--- config.mk ---
export PLATFORM = sky130hd
export DESIGN_NAME = scc_strap_stop_ctrl
export DESIGN_NICKNAME = d
export VERILOG_FILES = /design/src/verilog/scc_pkg.sv /design/src/verilog/scc_strap_stop_ctrl.sv
export VERILOG_INCLUDE_DIRS = /design/src /design/src/verilog
export SDC_FILE = /design/constraint.sdc
export NUM_CORES = 1
export LEC_CHECK = 0
export BUFFER_PORTS_ARGS = -buffer_cell sky130_fd_sc_hd__buf_2
export CAP_MARGIN = 20
export CORE_MARGIN = 2
export CORE_UTILIZATION = 50
export CTS_CLUSTER_DIAMETER = 30
export DETAILED_ROUTE_END_ITERATION = 10
export HOLD_SLACK_MARGIN = 0.12
export PLACE_DENSITY = 0.79
export SETUP_SLACK_MARGIN = 0.02
export SYNTH_ARGS = -nofsm -noshare
export SYNTH_HDL_FRONTEND = slang
export SYNTH_SLANG_ARGS = --single-unit
--- constraint.sdc ---
create_clock -name sys_clk_in -period 4.15 [get_ports sys_clk_in]
set_clock_uncertainty 0.15 [all_clocks]
set_input_delay 0 -clock sys_clk_in [delete_from_list [all_inputs] [get_ports sys_clk_in]]
set_output_delay 0 -clock sys_clk_in [all_outputs]
set_load 0.005 [all_outputs]
--- src/verilog/scc_cfg.svh ---
// Constants for the strap configuration and stop control block
`ifndef SCC_CFG_SVH
`define SCC_CFG_SVH
`define SCC_OFS_COIL_DIRECT     8'h2D
`define SCC_COIL_A_LSB          0
`define SCC_COIL_B_LSB          16
`define SCC_OFF_SWITCH_CYCLES   3
`define SCC_OFF_TIME_FIELD_LOW            4'h4
`define SCC_OFF_TIME_FIELD_HIGH           4'h7
`define SCC_OFF_TIME_FIELD_OPEN           4'hA
`define SCC_HYSTERESIS_END_LOW            4'h7
`define SCC_HYSTERESIS_END_HIGH           4'hB
`define SCC_HYSTERESIS_END_OPEN           4'hF
`define SCC_TBL_LOW             2'h0
`define SCC_TBL_HIGH            2'h1
`define SCC_TBL_OPEN            2'h2
`define SCC_MICROSTEP_RESOLUTION_FULL           4'h8
`define SCC_MICROSTEP_RESOLUTION_HALF           4'h7
`define SCC_MICROSTEP_RESOLUTION_QUARTER        4'h6
`define SCC_MICROSTEP_RESOLUTION_SIXTEENTH      4'h4
`define SCC_CUR_MAX             5'h1F
`define SCC_CUR_HOLD_OPEN       5'h0B
`define SCC_HOLD_DELAY_OPEN     4'h8
`endif

--- src/verilog/scc_pkg.sv ---
// Types for the strap configuration and stop control block
package scc_pkg;
	typedef enum logic [1:0] {SCC_LOW, SCC_HIGH, SCC_OPEN} scc_strap_t;
	typedef struct packed {
		logic [3:0] off_time_field;
		logic [3:0] hysteresis_end;
		logic [1:0] blank_time_select;
		logic [3:0] microstep_resolution;
		logic       interpolate;
		logic       en_pwm_mode;
		logic       strap_disable;
		logic [4:0] run_current;
		logic [4:0] hold_current;
		logic [3:0] hold_ramp_delay;
		logic       internal_rsense;
		logic       scale_analog;
		logic       fault_on_first_diag;
		logic       index_on_second_diag;
	} scc_config_t;
	typedef struct packed {
		logic signed [8:0] coil_a;
		logic signed [8:0] coil_b;
	} scc_coil_t;
endpackage

--- src/verilog/scc_strap_stop_ctrl.sv ---
// Strap decode, driver disable, halt and coil direct control
`timescale 1ns/10ps
`default_nettype none
`include "scc_cfg.svh"
module scc_strap_stop_ctrl
	import scc_pkg::*;
#(
	parameter int STOP_CYCLES = `SCC_OFF_SWITCH_CYCLES
) (
	input  wire logic        sys_clk_in,
	input  wire logic        resetn_in,
	input  wire logic        host_port_sel_in,
	input  wire logic [1:0]  off_time_strap_in,
	input  wire logic [1:0]  resolution_strap_a_in,
	input  wire logic [1:0]  resolution_strap_b_in,
	input  wire logic [1:0]  current_mode_strap_in,
	input  wire logic [1:0]  hysteresis_strap_in,
	input  wire logic [1:0]  blank_time_strap_in,
	input  wire logic [1:0]  enable_strap_in,
	input  wire logic        driver_disable_n_pin_in,
	input  wire logic        halt_input_in,
	input  wire logic        halt_enable_in,
	input  wire logic        direct_mode_in,
	input  wire logic        step_in,
	input  wire logic        dir_in,
	input  wire logic        standstill_in,
	input  wire logic        reg_wr_in,
	input  wire logic [7:0]  reg_addr_in,
	input  wire logic [31:0] reg_wdata_in,
	input  wire logic [4:0]  host_run_current_in,
	input  wire logic [4:0]  host_hold_current_in,
	input  wire logic [4:0]  pwm_cur_a_in,
	input  wire logic [4:0]  pwm_cur_b_in,
	input  wire logic        driver_error_in,
	input  wire logic        index_in,
	output logic [31:0]      reg_rdata_out,
	output logic             host_port_en_out,
	output scc_config_t      config_out,
	output logic             stage_enable_out,
	output logic             seq_step_out,
	output logic             seq_dir_out,
	output logic             seq_run_out,
	output logic             standstill_force_out,
	output scc_coil_t        coil_out,
	output logic [4:0]       current_scale_out,
	output logic [4:0]       pwm_reg_current_out,
	output logic             first_diag_out,
	output logic             first_diag_oe_n_out,
	output logic             second_diag_out,
	output logic             second_diag_oe_n_out
);

	localparam int CW = $clog2(STOP_CYCLES + 1);

	// Pin encoding: 2'b00 low, 2'b01 high, 2'b1x open
	function automatic scc_strap_t strap_decode(input logic [1:0] p);
		if (p[1]) begin
			return SCC_OPEN;
		end else if (p[0]) begin
			return SCC_HIGH;
		end else begin
			return SCC_LOW;
		end
	endfunction

	function automatic logic [8:0] coil_scale(input logic [8:0] v, input logic [4:0] s);
		logic signed [15:0] p;
		p = $signed(v) * $signed({1'b0, s});
		return p[13:5];
	endfunction

	logic        rst_meta_q, rst_sync_q;
	logic        sampled_q, sampled_d;
	scc_config_t cfg_q, cfg_d;
	logic [31:0] direct_q, direct_d;
	logic [CW-1:0] off_cnt_q, off_cnt_d;
	logic        stage_q, stage_d;
	logic        step_prev_q, step_prev_d;
	logic        boost_q, boost_d;
	scc_coil_t   coil_q, coil_d;
	logic [4:0]  scale_q, scale_d;
	logic [4:0]  pwm_q, pwm_d;
	logic        first_diag_out_q, first_diag_out_d, second_diag_out_q, second_diag_out_d;
	logic        strap_mode, halted, disable_req;
	logic [4:0]  run_cur, hold_cur;
	scc_strap_t  ra, rb, en_s;

	// Release reset through two flops so the core leaves reset on a clean edge
	always_ff @(posedge sys_clk_in or negedge resetn_in) begin
		if (!resetn_in) begin
			rst_meta_q <= 1'b0;
			rst_sync_q <= 1'b0;
		end else begin
			rst_meta_q <= 1'b1;
			rst_sync_q <= rst_meta_q;
		end
	end

	assign strap_mode = !host_port_sel_in;
	assign host_port_en_out = host_port_sel_in;

	// Strap capture, taken once after release
	always_comb begin
		cfg_d = cfg_q;
		sampled_d = 1'b1;
		ra = strap_decode(resolution_strap_a_in);
		rb = strap_decode(resolution_strap_b_in);
		en_s = strap_decode(enable_strap_in);
		if (!sampled_q && strap_mode) begin
			cfg_d = '0;
			cfg_d.fault_on_first_diag = 1'b1;
			cfg_d.index_on_second_diag = 1'b1;
			case (strap_decode(off_time_strap_in))
				SCC_LOW:  cfg_d.off_time_field = `SCC_OFF_TIME_FIELD_LOW;
				SCC_HIGH: cfg_d.off_time_field = `SCC_OFF_TIME_FIELD_HIGH;
				default:  cfg_d.off_time_field = `SCC_OFF_TIME_FIELD_OPEN;
			endcase
			case (strap_decode(hysteresis_strap_in))
				SCC_LOW:  cfg_d.hysteresis_end = `SCC_HYSTERESIS_END_LOW;
				SCC_HIGH: cfg_d.hysteresis_end = `SCC_HYSTERESIS_END_HIGH;
				default:  cfg_d.hysteresis_end = `SCC_HYSTERESIS_END_OPEN;
			endcase
			case (strap_decode(blank_time_strap_in))
				SCC_LOW:  cfg_d.blank_time_select = `SCC_TBL_LOW;
				SCC_HIGH: cfg_d.blank_time_select = `SCC_TBL_HIGH;
				default:  cfg_d.blank_time_select = `SCC_TBL_OPEN;
			endcase
			// Strap b is the upper digit of the resolution table
			case (rb)
				SCC_LOW: begin
					cfg_d.microstep_resolution = (ra == SCC_LOW) ? `SCC_MICROSTEP_RESOLUTION_FULL
						: `SCC_MICROSTEP_RESOLUTION_HALF;
					cfg_d.interpolate = (ra == SCC_OPEN);
				end
				SCC_HIGH: begin
					cfg_d.microstep_resolution = (ra == SCC_HIGH) ? `SCC_MICROSTEP_RESOLUTION_SIXTEENTH
						: `SCC_MICROSTEP_RESOLUTION_QUARTER;
					cfg_d.interpolate = (ra == SCC_OPEN);
				end
				default: begin
					cfg_d.microstep_resolution = (ra == SCC_HIGH) ? `SCC_MICROSTEP_RESOLUTION_QUARTER
						: `SCC_MICROSTEP_RESOLUTION_SIXTEENTH;
					cfg_d.interpolate = 1'b1;
					cfg_d.en_pwm_mode = (ra != SCC_LOW);
				end
			endcase
			case (en_s)
				SCC_LOW: begin
					cfg_d.run_current = `SCC_CUR_MAX;
					cfg_d.hold_current = `SCC_CUR_MAX;
				end
				SCC_HIGH: cfg_d.strap_disable = 1'b1;
				default: begin
					cfg_d.run_current = `SCC_CUR_MAX;
					cfg_d.hold_current = `SCC_CUR_HOLD_OPEN;
					cfg_d.hold_ramp_delay = `SCC_HOLD_DELAY_OPEN;
				end
			endcase
			case (strap_decode(current_mode_strap_in))
				SCC_LOW:  ;
				SCC_HIGH: cfg_d.internal_rsense = 1'b1;
				default:  cfg_d.scale_analog = 1'b1;
			endcase
		end
	end

	assign run_cur = strap_mode ? cfg_q.run_current : host_run_current_in;
	assign hold_cur = strap_mode ? cfg_q.hold_current : host_hold_current_in;
	assign halted = halt_enable_in && !halt_input_in;
	assign disable_req = driver_disable_n_pin_in || (strap_mode && cfg_q.strap_disable);

	// Stage shutdown counts up so the stages are off after the set number of edges
	always_comb begin
		off_cnt_d = off_cnt_q;
		stage_d = stage_q;
		if (disable_req) begin
			if (off_cnt_q == CW'(STOP_CYCLES - 1)) begin
				stage_d = 1'b0;
			end else begin
				off_cnt_d = off_cnt_q + CW'(1);
				stage_d = stage_q && (off_cnt_q < CW'(STOP_CYCLES - 1));
			end
		end else begin
			off_cnt_d = '0;
			// Held off until straps are known, so a strapped-off driver never pulses on
			stage_d = sampled_q;
		end
	end

	// Direct coil register and current scaling
	always_comb begin
		direct_d = direct_q;
		step_prev_d = step_in;
		boost_d = boost_q;
		pwm_d = pwm_q;
		if (reg_wr_in && reg_addr_in == `SCC_OFS_COIL_DIRECT && host_port_sel_in) begin
			direct_d = reg_wdata_in;
		end
		if (step_in && !step_prev_q && !halted) begin
			boost_d = 1'b1;
		end else if (standstill_in || halted) begin
			boost_d = 1'b0;
		end
		scale_d = boost_q ? run_cur : hold_cur;
		coil_d.coil_a = coil_scale(direct_q[`SCC_COIL_A_LSB +: 9], hold_cur);
		coil_d.coil_b = coil_scale(direct_q[`SCC_COIL_B_LSB +: 9], hold_cur);
		// Regulation follows the larger setting; both PWMs take the same scale
		pwm_d = (pwm_cur_a_in > pwm_cur_b_in) ? pwm_cur_a_in : pwm_cur_b_in;
		first_diag_out_d = !(cfg_q.fault_on_first_diag && driver_error_in);
		second_diag_out_d = !(cfg_q.index_on_second_diag && index_in);
	end

	always_ff @(posedge sys_clk_in or negedge rst_sync_q) begin
		if (!rst_sync_q) begin
			sampled_q <= 1'b0;
			cfg_q <= '0;
			direct_q <= '0;
			off_cnt_q <= '0;
			stage_q <= 1'b0;
			step_prev_q <= 1'b0;
			boost_q <= 1'b0;
			coil_q <= '0;
			scale_q <= '0;
			pwm_q <= '0;
			first_diag_out_q <= 1'b1;
			second_diag_out_q <= 1'b1;
		end else begin
			sampled_q <= sampled_d;
			cfg_q <= cfg_d;
			direct_q <= direct_d;
			off_cnt_q <= off_cnt_d;
			stage_q <= stage_d;
			step_prev_q <= step_prev_d;
			boost_q <= boost_d;
			coil_q <= coil_d;
			scale_q <= scale_d;
			pwm_q <= pwm_d;
			first_diag_out_q <= first_diag_out_d;
			second_diag_out_q <= second_diag_out_d;
		end
	end

	assign config_out = cfg_q;
	assign stage_enable_out = stage_q && !driver_disable_n_pin_in;
	assign seq_run_out = !direct_mode_in && !halted;
	assign seq_step_out = step_in && !direct_mode_in && !halted;
	assign seq_dir_out = dir_in && !direct_mode_in;
	assign standstill_force_out = halted;
	assign coil_out = direct_mode_in ? coil_q : '0;
	assign current_scale_out = scale_q;
	assign pwm_reg_current_out = pwm_q;
	assign reg_rdata_out = (reg_addr_in == `SCC_OFS_COIL_DIRECT) ? direct_q : '0;
	// Open drain: drive low only, release otherwise; pin level stays 0
	assign first_diag_out = 1'b0;
	assign first_diag_oe_n_out = first_diag_out_q;
	assign second_diag_out = 1'b0;
	assign second_diag_oe_n_out = second_diag_out_q;

endmodule
`default_nettype wire

== Yosys cells after proc, flatten, opt, wreduce, memory -nomap -nowiden ==
Cells that the tools add are included.

* Add/sub/neg operators: 1
* Multiply operators: 2
* Div/mod/pow operators: 0
* Order comparisons: 2
* Equality and inequality tests: 11
* Shifts and indexed selects: 0
* Multiplexer cells: 43
* Bitwise logic cells: 0
* Reduce and logical (&&, ||, !) cells: 38

{| class="wikitable"
|+ Operators by type and width
! cell !! count
|-
| two-way mux 32 bit || 1
|-
| two-way mux 2 bit || 15
|-
| multiplier 9 x 6 -> 14 bit || 2
|-
| two-way mux 5 bit || 4
|-
| case mux 10 bit (2 select lines) || 1
|-
| two-way mux 18 bit || 1
|-
| case mux 4 bit (2 select lines) || 2
|-
| logical AND 1 bit || 15
|-
| two-way mux 1 bit || 15
|-
| == test 2 x 1 -> 1 bit (second input constant) || 7
|-
| zero test 2 bit || 7
|-
| case mux 5 bit (2 select lines) || 1
|-
| zero test 1 bit || 9
|-
| == test 8 x 6 -> 1 bit (second input constant) || 1
|-
| two-way mux 4 bit || 2
|-
| OR reduction 2 bit || 3
|-
| > comparator 5 bit || 1
|-
| == test 2 bit (second input constant) || 2
|-
| case mux 2 bit (2 select lines) || 1
|-
| nonzero test 2 bit || 2
|-
| adder 2 x 1 -> 2 bit (second input constant) || 1
|-
| logical OR 1 bit || 2
|-
| < comparator 2 bit (second input constant) || 1
|-
| != test 2 bit (second input constant) || 1
|}

* Flip-flop bits (word level): 104
* Latch bits: 0
* RAM bits: 0
* ROM bits: 0
* Input port bits: 87
* Output and inout bits: 105
* Logic and storage cells: 124
* Memories kept: 0

== Depth between registers and ports, before layout ==
* Depth after elaboration: 6
* Depth in mapped cells: 18
* Mapped depth without buffers: 16

== Worst setup path after synthesis ==
No wires, ideal clock.

* Path kind: register -> register
* From: register config_out[16] (netlist name)
* To: register coil_q[17] (netlist bit)
* Library setup time: 0.086 ns
* Data arrival time: 4.362 ns
* Data required time: 3.914 ns
* Setup slack: -0.447 ns
* Cell stages (with the launch flop): 16
* Path buffers: 1
* Period minus slack after synthesis: 4.597 ns
* Path through: dfrtp_1 > nand2b_4 > nand2_1 > clkbuf_1 > and2_1 > fa_1 > fa_1 > inv_1 > fa_1 > inv_1 > ha_1 > a21o_1 > a221oi_2 > o21ai_0 > or3_1 > a32oi_1

{| class="wikitable"
|+ RTL lines
! item !! line !! source
|-
| to (signal assigned) || scc_strap_stop_ctrl.sv:235 || <nowiki>coil_q <= coil_d;</nowiki>
|-
| to (decl) || scc_strap_stop_ctrl.sv:80 || <nowiki>scc_coil_t coil_q, coil_d;</nowiki>
|}

==> impl_summary.md <==
Clocking
The number of buffers inserted during clock tree synthesis is 9. The total clock sinks is 91. TritonCTS built the clock tree. The number of levels in the clock H-tree is 3. The clock tree root driver cell is sky130_fd_sc_hd__clkbuf_16. Clock-pin slew was measured on the worst setup and hold paths at roughly 0.08 ns.

The deepest clock path buffer count is 2. For the worst-skew pair, the clock arrives at the later sink with an insertion delay of ~0.36 ns.

Logic synthesis
In this run the biggest area consumer among cell types represents roughly a third of the synthesized area. Each instance of the synthesized netlist takes up on average about 10 µm². The cell count after synthesis is about 710. For this run, asynchronously set or reset flops after synthesis account for between 90% and 100%. Yosys mapped a number of flops with a built-in enable equal to 0. The synthesized design contains just over 90 register bits. In the post-synthesis netlist, the biggest area contributors are sky130_fd_sc_hd__dfrtp_1, sky130_fd_sc_hd__fa_1, sky130_fd_sc_hd__ha_1, sky130_fd_sc_hd__and2_1, sky130_fd_sc_hd__mux2_2. Yosys printed 0 warnings. The synthesized netlist contains 58 unique library cells. Summed over all instances, the cell type with the most area after synthesis is sky130_fd_sc_hd__dfrtp_1. In this run the cell area of the synthesized design comes to 7093 µm². The most instantiated flip-flop cell in the synthesis netlist is sky130_fd_sc_hd__dfrtp_1. Summing the sequential cell areas from Yosys gives between 30% and 40% of the chip area.

Die
The horizontal die dimension is 123.1 µm. The vertical die dimension is between 100 and 150 µm. The top-level port count is 192. The row count is 43. For this configuration, the core starts out at a cell density of between 50% and 60%. The core box area is ~14,000 µm². The die covers around 15,000 µm².

STA
Setup slack closes at ~0.028 ns. The final-report max-slew violation count is 0. Summed over all failing endpoints, the final setup total negative slack is 0 ns. The hold violation count in the final report is 0. The normalized max-slew margin is between 20% and 30%. Setup repair after global routing could not meet its margin everywhere. Across all hold checks on the routed design, the worst slack comes to about 0.13 ns. The setup-violating endpoint count in the final report is 0. In the finished design, the share of the clock period the worst path needs comes to around 100%.

The peak clock frequency supported by timing is between 200 and 250 MHz. At the pin with the least slew margin, the transition time is ~1.1 ns. The final critical path time including I/O delays and setup is 4.122 ns.

Cells and area
In the final design database the tool counted between 1,000 and 1,500 nets. The number of fill cells in the layout is about 980. The ratio of cells with drive above 1 in the final layout is approximately a third. Relative to the synthesized area, the layout overhead comes to 37.96%. The number of inserted diodes is 0.

The final instance area is between 9000 and 10,000 µm². The utilization of the core after routing is 70.50%. Leaving out filler cells and counting taps, the final layout contains between 1,000 and 1,500.

Job
The reported max-cap violation count is 0.

Pwr
The design draws between 2 and 2.5 mW. For this design the ratio of total power to cell area is ~250 nW/µm². VDD sags by at most slightly above 0.0003 V. In this run the static leakage power is roughly 5.2 nW.

Placed design
The number of placed instances, taps included, is 1,081. The cell area reported after detailed placement is about 8400 µm². OpenSTA, run right after detailed placement, puts the worst setup slack at -0.1082 ns.

The final weighted congestion of routability-driven global placement is a little under 0.9. The detailed-placement wirelength estimate is 12,260 µm. The count of input and output buffers is approximately 190.

GRT
The wire length of the first global-routing pass is ~30,000 µm. The total overflow left after global routing is 0. The initial antenna violation count is 0. The number of global-route vias before repair came to 6,220.

Across every metal layer, demand over resource in global routing totals 25.69%. The pin count of the biggest net entering global routing is 61.

Detailed routing
The iteration count of the initial detailed-routing pass is 5. The detailed router's first-iteration violation count is approximately 270. For this block, the routed nets add up to 18,940 µm of wire.

The detail-routed net length per standard cell is ~16 µm. The remaining antenna violation count is 0. For this block, the via count after detailed routing is around 6,000. The vias per cell is roughly 5.0. The remaining routing DRC violations is 0.

Critical path
Data on the critical path is required at its endpoint by approximately 4.3 ns. The kind of critical path is flip-flop to flip-flop. For flop-to-flop paths, the worst setup slack is about 0.028 ns. Among all stages on the critical path, the largest delay is contributed by sky130_fd_sc_hd__fa_1. The worst path arrival time is between 4 and 5 ns. The biggest fanout along the worst timing path is 5. Traced cell by cell, the critical path runs through nor2b_4, a21o_4, and2_4, fa_2, fa_1, inv_2, fa_1, inv_2, ha_4, a21o_1, a221oi_2, o21ai_1, or3_1, a32oi_1.

For this run, the slowest stage of the critical path takes about 0.55 ns. The worst setup path is launched from a flip-flop. The worst setup path is captured at a flip-flop.

Min path
The worst hold path belongs to the class input port to output port.

Status
The flow ran to the end, and the final reports show no timing, DRC or antenna violations.
[path summary, 6_finish.rpt]
check / start / endpoint / cells past startpoint
max in group asynchronous: rst_sync_q$_DFF_PN0_ / direct_q[20]$_DFFE_PN0P_ / 1
max reg2reg: config_out[10]$_DFFE_PN0P_ / coil_q[17]$_DFF_PN0_ / 14
max: config_out[10]$_DFFE_PN0P_ / coil_q[17]$_DFF_PN0_ / 14
min reg2reg: rst_meta_q$_DFF_PN0_ / rst_sync_q$_DFF_PN0_ / 0
min: dir_in / seq_dir_out / 3
min in group asynchronous: rst_sync_q$_DFF_PN0_ / config_out[7]$_DFFE_PN0P_ / 0
[report_power, final]
group / internal (mW) / switching, mW / total [mW]
registers: 0.955 / 0.0504 / 1.01
logic: 0.283 / 0.253 / 0.536
clock network: 0.476 / 0.388 / 0.864
[state kept, by name (all words and copies together), names as in the netlist]
| register | cells |
|---|---|
| second_diag_oe_n_out | 1 |
| pwm_reg_current_out | 5 |
| direct_q | 32 |
| boost_q | 1 |
| config_out | 21 |
| sampled_q | 1 |
| current_scale_out | 5 |
| stage_q | 1 |
| coil_q | 18 |
| first_diag_oe_n_out | 1 |
| step_prev_q | 1 |
| rst_meta_q | 1 |
| off_cnt_q | 2 |
| rst_sync_q | 1 |
[metal layers]
metal	wire [µm]	global-route usage, %
met1	7785	31.93
met2	9510	43.47
met3	1073	5.766
met4	569	10.37
met5	0	0
[layout make-up]
cell class | count | area [µm²] | area share, %
Tap cell | 180 | 225.2 | 2.301
Multi-Input combinational cell | 490 | 4463 | 45.61
Inverter | 97 | 364.1 | 3.721
Timing Repair Buffer | 316 | 2142 | 21.89
Clock inverter | 7 | 81.33 | 0.8311
Clock buffer | 9 | 225.2 | 2.301
Sequential cell | 91 | 2285 | 23.35
[cells in the final DEF (no fill, tap or decap), types with 5 or more instances in the layout]
cell type	instances
sky130_fd_sc_hd__xor2_1	9
sky130_fd_sc_hd__dfrtp_1	87
sky130_fd_sc_hd__nor2_1	20
sky130_fd_sc_hd__buf_4	42
sky130_fd_sc_hd__buf_2	186
sky130_fd_sc_hd__and2_1	84
sky130_fd_sc_hd__ha_4	8
sky130_fd_sc_hd__inv_1	91
sky130_fd_sc_hd__nand2_1	58
sky130_fd_sc_hd__o21ai_0	11
sky130_fd_sc_hd__ha_1	39
sky130_fd_sc_hd__fa_1	51
sky130_fd_sc_hd__xnor2_1	15
sky130_fd_sc_hd__conb_1	7
sky130_fd_sc_hd__inv_2	6
sky130_fd_sc_hd__mux2_2	36
sky130_fd_sc_hd__a21oi_1	17
sky130_fd_sc_hd__nand2b_1	8
sky130_fd_sc_hd__clkbuf_16	9
sky130_fd_sc_hd__a21oi_2	5
sky130_fd_sc_hd__dlygate4sd3_1	83
sky130_fd_sc_hd__nor2b_1	38
[synthesized netlist by cell type (all sizes together) (3+ instances only)]
library cell and number:
a21o 4, and2 90, xor2 9, or2 4, a31oi 3, and3 5
inv 97, buf 22, dfrtp 89, o21ai 16, nand2b 9, ha 48
clkbuf 15, mux2i 4, fa 52, nand3b 4, nand3 5, a21oi 23
nand2 62, nor2b 40, o21a 4, nor2 20, xnor2 15, mux2 37
[cell families after synthesis]
family                   after synthesis  synth area share (%)
flip-flops                            91                 32.14
AND/OR/NAND/NOR                      245                 19.26
adder cells (fa/ha/maj)              100                 23.14
buffers and inverters                134                 8.449
AO/OA/AOI/OAI                         72                 7.497
XOR/XNOR                              24                 2.964
other                                  2                0.1059
multiplexers                          41                 6.439
[worst max-delay path, delay by kind of cell, from the launching register on]
family	cells	cell delay [ns]
AO/OA/AOI/OAI	5	1.02
adder cells (fa/ha/maj)	4	1.76
buffers and inverters	2	0.09
flip-flops	1	0.38
AND/OR/NAND/NOR	3	0.61
[timing repair]
| action | CTS | global route |
|---|---|---|
| endpoints found under the setup margin | 12 | 14 |
| hold buffers | 83 | 0 |
| pin swaps | 4 | 22 |
| resized for setup | 9 | 30 |
| gates cloned | 1 | 0 |
| buffers inserted | 2 | 8 |
| hold endpoints to repair | 74 | 0 |
No activity file was read; power rests on OpenSTA's default activity.
